$ cat src/tio_map.svh
`ifndef TIO_MAP_SVH
`define TIO_MAP_SVH

// Port address, compared against the low address byte only
`define TIO_PORT_ADDR        8'hFF
// Output latch: width, reset value and bit positions
`define TIO_LATCH_W          4
`define TIO_LATCH_RST        4'h0
`define TIO_BIT_AUDIO0       0
`define TIO_BIT_AUDIO1       1
`define TIO_BIT_MOTOR        2
`define TIO_BIT_WIDTH        3
// Data bus bit that carries the cassette input capture latch on a read
`define TIO_BIT_CAPTURE      7
// Synchroniser depth for pin inputs
`define TIO_SYNC_STAGES      3

`endif

$ cat src/tio_pkg.sv
`default_nettype none

package tio_pkg;

  // Tape audio output level, from latched bits 1:0
  typedef enum logic [1:0] {
    TIO_LVL_MID  = 2'b00,
    TIO_LVL_HIGH = 2'b01,
    TIO_LVL_LOW  = 2'b10
  } tio_level_t;

  // Three-stage synchroniser plus the filtered value
  typedef struct packed {
    logic [2:0] stg;
    logic       filt;
  } tio_sync_t;

  // Whole state of the port
  typedef struct packed {
    tio_sync_t [7:0] addr;
    tio_sync_t [3:0] data;
    tio_sync_t       out_req_n;
    tio_sync_t       in_req_n;
    tio_sync_t       tape_pulse_n;
    logic            port_write_strobe_n;
    logic            port_read_strobe_n;
    logic [3:0]      latch;
    tio_level_t      level;
    logic            capture;
    logic [7:0]      rdata;
    logic            rdata_oe;
  } tio_state_t;

endpackage : tio_pkg

`default_nettype wire

$ cat src/tio_port.sv
// Functional notes
// Port selected only when low eight address bits equal FF.
// Write strobe low while output request and port select are low.
// Read strobe low while input request and port select are low.
// Processor never asserts input and output requests together.
// Data bits 0 to 3 latched on each write strobe rising edge.
// Latched bit 2 drives the recorder motor relay, high runs it.
// Latched bit 3 drives the display character width select.
// Latched bits 1:0 set tape audio: 00 middle, 01 high, 10 low.
// Software makes all tape audio timing by successive writes.
// Software starts the motor before writing tape audio.
// Each recorded bit cell lasts 2 ms between start pulses.
// A one has a mid-cell pulse at 1 ms; a zero has none.
// A save starts with 128 zero bits then sync byte A5.
// Then two-byte start address, two-byte end address, data bytes.
// Record ends with a sum-of-data checksum; mismatch is load error.
// After a save software disables audio and stops the motor.
// Write strobe also clears the cassette input capture latch.
// Capture latch set by tape pulse, read onto data bus on port read.
// At reset the output latch clears to zero.
`include "tio_map.svh"
`default_nettype none

module tio_port (
  input  wire logic               mclk_i,                 // 100 MHz system clock
  input  wire logic               nrst_i,                 // Async reset, active low
  input  wire logic [7:0]         addr_i,                 // Processor address, low byte
  input  wire logic [3:0]         data_i,                 // Processor data bus bits 3:0
  input  wire logic               out_req_n_i,            // Output request, active low
  input  wire logic               in_req_n_i,             // Input request, active low
  input  wire logic               tape_pulse_n_i,         // Detected tape pulse, active low
  output logic                    port_write_strobe_n_o,  // Port write strobe, active low
  output logic                    port_read_strobe_n_o,   // Port read strobe, active low
  output logic                    motor_o,                // Recorder motor relay drive
  output logic                    char_width_select_o,    // Display width select
  output tio_pkg::tio_level_t     tape_audio_out_o,       // Tape audio level
  output logic                    capture_o,              // Capture latch state
  output logic [7:0]              data_o,                 // Data bus drive value
  output logic                    data_oe_o               // Data bus drive enable
);
  import tio_pkg::*;

  tio_state_t st_r;
  tio_state_t st_nxt;

  // Shift a pin into its synchroniser; the filtered value follows only once
  // stages two and three agree, so the first stage feeds nothing but the second
  function automatic tio_sync_t sync_step(input tio_sync_t s, input logic pin);
    tio_sync_t r;
    r.stg  = {s.stg[1:0], pin};
    r.filt = (s.stg[1] == s.stg[2]) ? s.stg[2] : s.filt;
    return r;
  endfunction

  // Level code decode; the unused 11 code is parked at the middle level
  function automatic tio_level_t level_of(input logic [1:0] code);
    case (code)
      2'b01:   return TIO_LVL_HIGH;
      2'b10:   return TIO_LVL_LOW;
      default: return TIO_LVL_MID;
    endcase
  endfunction

  logic sel;

  // Next state
  always_comb begin
    st_nxt = st_r;
    for (int i = 0; i < 8; i++) begin
      st_nxt.addr[i] = sync_step(st_r.addr[i], addr_i[i]);
    end
    for (int i = 0; i < 4; i++) begin
      st_nxt.data[i] = sync_step(st_r.data[i], data_i[i]);
    end
    st_nxt.out_req_n    = sync_step(st_r.out_req_n, out_req_n_i);
    st_nxt.in_req_n     = sync_step(st_r.in_req_n, in_req_n_i);
    st_nxt.tape_pulse_n = sync_step(st_r.tape_pulse_n, tape_pulse_n_i);

    // Higher address bits never reach the decoder
    sel = ({st_r.addr[7].filt, st_r.addr[6].filt, st_r.addr[5].filt,
            st_r.addr[4].filt, st_r.addr[3].filt, st_r.addr[2].filt,
            st_r.addr[1].filt, st_r.addr[0].filt} == `TIO_PORT_ADDR);
    st_nxt.port_write_strobe_n = ~(~st_r.out_req_n.filt & sel);
    st_nxt.port_read_strobe_n  = ~(~st_r.in_req_n.filt & sel);

    // Latch on the strobe's rising edge; data was stable while it was low
    if (!st_r.port_write_strobe_n && st_nxt.port_write_strobe_n) begin
      st_nxt.latch = {st_r.data[3].filt, st_r.data[2].filt,
                      st_r.data[1].filt, st_r.data[0].filt};
      st_nxt.level = level_of({st_r.data[1].filt, st_r.data[0].filt});
    end

    // Pulse sets, write strobe clears; a pulse in the clearing cycle wins
    if (!st_r.tape_pulse_n.filt) begin
      st_nxt.capture = 1'b1;
    end else if (!st_r.port_write_strobe_n) begin
      st_nxt.capture = 1'b0;
    end

    // Drive the capture state on the bus for the whole read strobe
    st_nxt.rdata_oe = ~st_nxt.port_read_strobe_n;
    st_nxt.rdata    = 8'h00;
    st_nxt.rdata[`TIO_BIT_CAPTURE] = st_r.capture;
  end

  // State register
  always_ff @(posedge mclk_i or negedge nrst_i) begin
    if (!nrst_i) begin
      st_r <= '0;
      st_r.addr                <= '0;
      st_r.data                <= '0;
      st_r.out_req_n           <= '{stg: 3'h7, filt: 1'b1};
      st_r.in_req_n            <= '{stg: 3'h7, filt: 1'b1};
      st_r.tape_pulse_n        <= '{stg: 3'h7, filt: 1'b1};
      st_r.port_write_strobe_n <= 1'b1;
      st_r.port_read_strobe_n  <= 1'b1;
      st_r.latch               <= `TIO_LATCH_RST;
      st_r.level               <= TIO_LVL_MID;
    end else begin
      st_r <= st_nxt;
    end
  end

  // Outputs straight from the state flops
  assign port_write_strobe_n_o = st_r.port_write_strobe_n;
  assign port_read_strobe_n_o  = st_r.port_read_strobe_n;
  assign motor_o               = st_r.latch[`TIO_BIT_MOTOR];
  assign char_width_select_o   = st_r.latch[`TIO_BIT_WIDTH];
  assign tape_audio_out_o      = st_r.level;
  assign capture_o             = st_r.capture;
  assign data_o                = st_r.rdata;
  assign data_oe_o             = st_r.rdata_oe;
endmodule // tio_port

`default_nettype wire

$ cat config.mk
export PLATFORM = sky130hd
export DESIGN_NAME = tio_port
export DESIGN_NICKNAME = d
export VERILOG_FILES = /design/src/tio_pkg.sv /design/src/tio_port.sv
export VERILOG_INCLUDE_DIRS = /design/src
export SDC_FILE = /design/constraint.sdc
export NUM_CORES = 1
export LEC_CHECK = 0
export ABC_CLOCK_PERIOD_IN_PS = 1500
export BUFFER_PORTS_ARGS = -buffer_cell sky130_fd_sc_hd__buf_2
export CORE_UTILIZATION = 50
export CTS_CLUSTER_DIAMETER = 120
export DETAILED_ROUTE_END_ITERATION = 10
export PLACE_DENSITY = 0.75
export SYNTH_ARGS = -nofsm -noshare
export SYNTH_HDL_FRONTEND = slang
export SYNTH_SLANG_ARGS = --single-unit
$ cat constraint.sdc
create_clock -name mclk_i -period 1.5 [get_ports mclk_i]
set_input_delay 0 -clock mclk_i [delete_from_list [all_inputs] [get_ports mclk_i]]
set_output_delay 0 -clock mclk_i [all_outputs]
set_load 0.01 [all_outputs]
# ---- After elaboration in Yosys (flattened, before gate mapping)
# Index checks and enable logic that the tools add are counted.
# Widths: inputs -> output; s select.
dict set report word_totals {
  register_bits 71
  output_inout_bits 16
  wordCells 67
  inputBits 17
}
dict set report classes {
  eq_ne 19
  n_bitwise 6
  muxes 3
  reduce_logical 2
}
# operator n
set ops {}
lappend ops {{$eq 1x1->1} 15}
lappend ops {{$eq 8x8->1 const B} 1}
lappend ops {{$not 1->1} 4}
lappend ops {{$pmux 2 s2} 1}
lappend ops {{$and 1x1->1} 2}
lappend ops {{$eq 2x1->1 const B} 1}
lappend ops {{$eq 2x2->1 const B} 1}
lappend ops {{$mux 1} 2}
lappend ops {{$ne 2x2->1 const B} 1}
lappend ops {{$logic_and 1x1->1} 1}
lappend ops {{$logic_not 1->1} 1}

# ---- Longest topological paths before layout
dict set report depth {
  ltp_word 4
  ltp_mapped 3
  ltp_nobuf 3
}

# ---- Least setup slack after synthesis
# Ideal clock, no wire load.
dict set report synth_path {
  path_type {flip-flop to flip-flop}
  start {register st_r[70] in the netlist's numbering}
  end {register st_r (netlist bit char_width_select_o)}
  arrival_ns 1.107
  n_path_buf 0
  setup_time_ns 0.128
  required_ns 1.372
  path_stages_with_launch 4
  setup_slack_ns 0.265
  synth_period_minus_slack_ns 1.235
  path_cell_list {dfrtp_1 -> nand4_2 -> o31ai_4 -> mux2_1}
}
dict set report synth_via {
  elab_chain_cells 4
}
# element line_no
set synth_rtl {}
lappend synth_rtl {{from (decl)} tio_port.sv:43} ;# tio_state_t st_r;
lappend synth_rtl {{from (signal assigned)} tio_port.sv:120} ;# st_r <= st_nxt;
lappend synth_rtl {{$eq 8x8->1 (no line)} -}
lappend synth_rtl {{$and 1x1->1} tio_port.sv:83} ;# st_nxt.port_write_strobe_n = ~(~st_r.out_req_n.filt & sel);
lappend synth_rtl {{$not 1->1} tio_port.sv:83}
lappend synth_rtl {{$logic_and 1x1->1} tio_port.sv:87} ;# if (!st_r.port_write_strobe_n && st_nxt.port_write_strobe_n) begin
# No other way between the ends.
# A chain may end at the register's enable or synchronous reset.

# ---- Worst setup path after layout
# Ends and elaborated chain as after synthesis.

==> metrics.txt <==
# diodes=0; CTS buffer count=9; critical path data required time=1.71 ns; max-slew violation count=0; global-route usage over all layers=roughly 15%; Post-Synth Simple-Gate Area=3.546%; Worst Hold Class=input pin to async pin; most common cell after layout, fill and taps aside=dfrtp_1; delay-heaviest family, CP=flip-flops; largest net degree at the start of global routing=49; clk buf depth=2; Synth Area per Inst=19.25 um^2; Seq pwr share=58.9%; adder-cell share of the synthesized area=7.092%; final setup violation count=0; WP buf/inv=0; Synth Area in Compound Gates=1.832%; Worst IR Drop VDD=728.2 uV; Critical Path Start Type=register; RR Endpoint=char_width_select_o; Final TNS setup=0 ns; post-synthesis sequential area ratio=between 80% and 90%; ANT nets after route=0; worst flop-to-flop path startpoint=st_r[70]; CP max stage cell=dfrtp_1; post-synthesis mux area share=1.064%; Comb pwr share=under 10%; RSZ-0062 raised after global routing=false; CTS sink count=69; area share of xor/xnor cells in the synthesized design=0%; Cells after Synth=between 100 and 150; # fillers=a little under 300; nets=about 180; worst setup path class=register to register; drt wl/cell=12.90 um; CTS root buf=clkbuf_8; pwr dens=1337 nW/um^2; R2R depth=3; clock latency at the later pin of the worst-skew pair=0.33 ns; global-route wire length before repair=4.526 mm; Pint=2764 uW; Pre-antenna DRT Iters=2; MaxCap Viol Count=0; Die Ht=between 60 and 70 um; Vias/cell=approximately 4.5; Initial Util=52.55%; Tcrit/Tclk final=between 80% and 90%; CP Data Arrival Time=1.55 ns; # IOs=33; Seq cells post-synth=69; via count=around 960; Synth Cell Area=2117 um^2; FP Rows=23; FMAX=between 700 and 800 MHz; largest family of logic cells by synthesized area=adder cells; leakage power=approximately 0.0012 uW; grt ovf=0; PostCTS Resize Cnt=0; hpwl dp=1.803 mm; core area=~4000 um^2; GP Congestion=0.6191; initial antenna violation count=0; post-layout minimum cycle time=1.341 ns; clock network fraction of total power=36.5%; status=complete, no violations; Sw Ratio=20.63%; vias in the first global route=1019; NetSw=718.5 uW; CTS tree=done; CTS H-tree depth=3; met3 WL post-DR=158 um; met2 wire len=1.382 mm; crit end category=register; WL final=between 2 and 3 mm; I/O Buffers=25; DRT iter0 DRCs=55; Clock Skew=0.006635 ns; Fin. Hold Viols=0; Clock transition at path regs=around 0.06 ns; Final Power=3482 uW; die width=between 60 and 70 um; library cells used by synthesis=15; DR top layer=met4; most frequent cells in the layout=55 x dfrtp_1, 25 x buf_2, 16 x dlygate4sd3_1; CP Max Fanout=4; crit path cell chain=nand4_2 > o31ai_4 > mux2_1; die area=4498 um^2; Synth-to-Final Area Change=22.99%; layout cells sized above 1=34.76%; largest stage delay on the critical path=between 0.3 and 0.4 ns; drc violations=0; Reg2Reg Setup Slack=0.16 ns; M1 WL=about 1.2 mm; synth warn=0
## area by class of cell
type,count,area [um^2],share of cell area (%)
clock buffers,15,166.4,6.391
clock inverters,1,5.005,0.1922
inverters,2,7.507,0.2883
multi-input cells,35,312.8,12.01
flip-flops and latches,69,1744,66.99
well taps,50,62.56,2.403
repair buffers,42,305.3,11.73
## synthesized netlist by cell type
cell	count	area, um^2
a22o_1	2	17.52
buf_4	10	75.07
conb_1	1	3.750
dfrtp_1	55	1376
dfstp_2	14	367.9
inv_1	2	7.510
maj3_1	15	150.1
mux2_1	2	22.52
nand2_1	2	7.510
nand4_2	1	12.51
nand4_4	1	21.27
nor3b_1	2	15.01
o31ai_4	1	21.27
or3_2	1	7.510
or3_4	1	11.26
## layer usage
metal	vias up	global-route usage (%)
met1	475	16.69
met4	0	11.17
met3	5	6.678
li1	450	-
met5	-	0
met2	32	23.63
## power by group through the flow
stage	clock network, uW	registers, uW	logic, uW
final	1270	2050	159
after CTS	1320	2050	163
after global placement	0	2080	123
after global routing	1410	2060	181
after floorplan	0	2070	71.2
after detailed placement	0	2090	131
## registers in the layout, summed over array words and instances, names as in the netlist
signal                 flops
st_r                      30
data_oe_o                  1
motor_o                    1
tape_audio_out_o           2
port_read_strobe_n_o       1
data_o                     1
char_width_select_o        1
capture_o                  1
st_nxt                    30
port_write_strobe_n_o      1
## worst max path at each step
| stage | startpoint | end | slack, ns | cells past startpoint |
|---|---|---|---|---|
| CTS | st_r[70] | char_width_select_o | 0.14 | 3 |
| floorplan | st_r[70] | char_width_select_o | 0.27 | 3 |
| detailed placement | st_r[70] | char_width_select_o | 0.17 | 3 |
| global route | st_r[70] | motor_o | 0.11 | 3 |
| global placement | st_r[70] | char_width_select_o | 0.23 | 3 |
| finish | st_r[70] | char_width_select_o | 0.16 | 3 |
## metrics by stage
| stage | setup WS, ns | area [um^2] | util [%] | hold slack [ns] | instances |
|---|---|---|---|---|---|
| 2_1_floorplan | 0.2652 | 2140 | - | -0.2956 | 116 |
| 3_3_place_gp | 0.2301 | 2272 | 56.40 | -0.02646 | 182 |
| 3_5_place_dp | 0.1659 | 2272 | 56.40 | -0.01175 | 182 |
| 4_1_cts | 0.1425 | 2604 | 64.63 | 0.1733 | 214 |
| 5_1_grt | 0.1052 | 2604 | 64.63 | 0.2077 | 214 |
| 6_report | 0.1586 | 2604 | 64.63 | 0.1694 | 214 |
## cells by family (layout without fill, tap and decap cells)
kind of cell,Yosys count,in the layout
AOI/OAI and AO/OA,3,3
adders and majority gates,15,15
buffers and inverters,12,60
DFF,69,69
muxes,2,2
other,1,7
and+or+nand+nor,8,8
## repair_timing
action	CTS	global route
endpoints found under the hold margin	36	0
hold buffers	16	0
setup buffers	0	0
setup endpoints to repair	0	0
No activity file was read; power rests on OpenSTA's default activity.
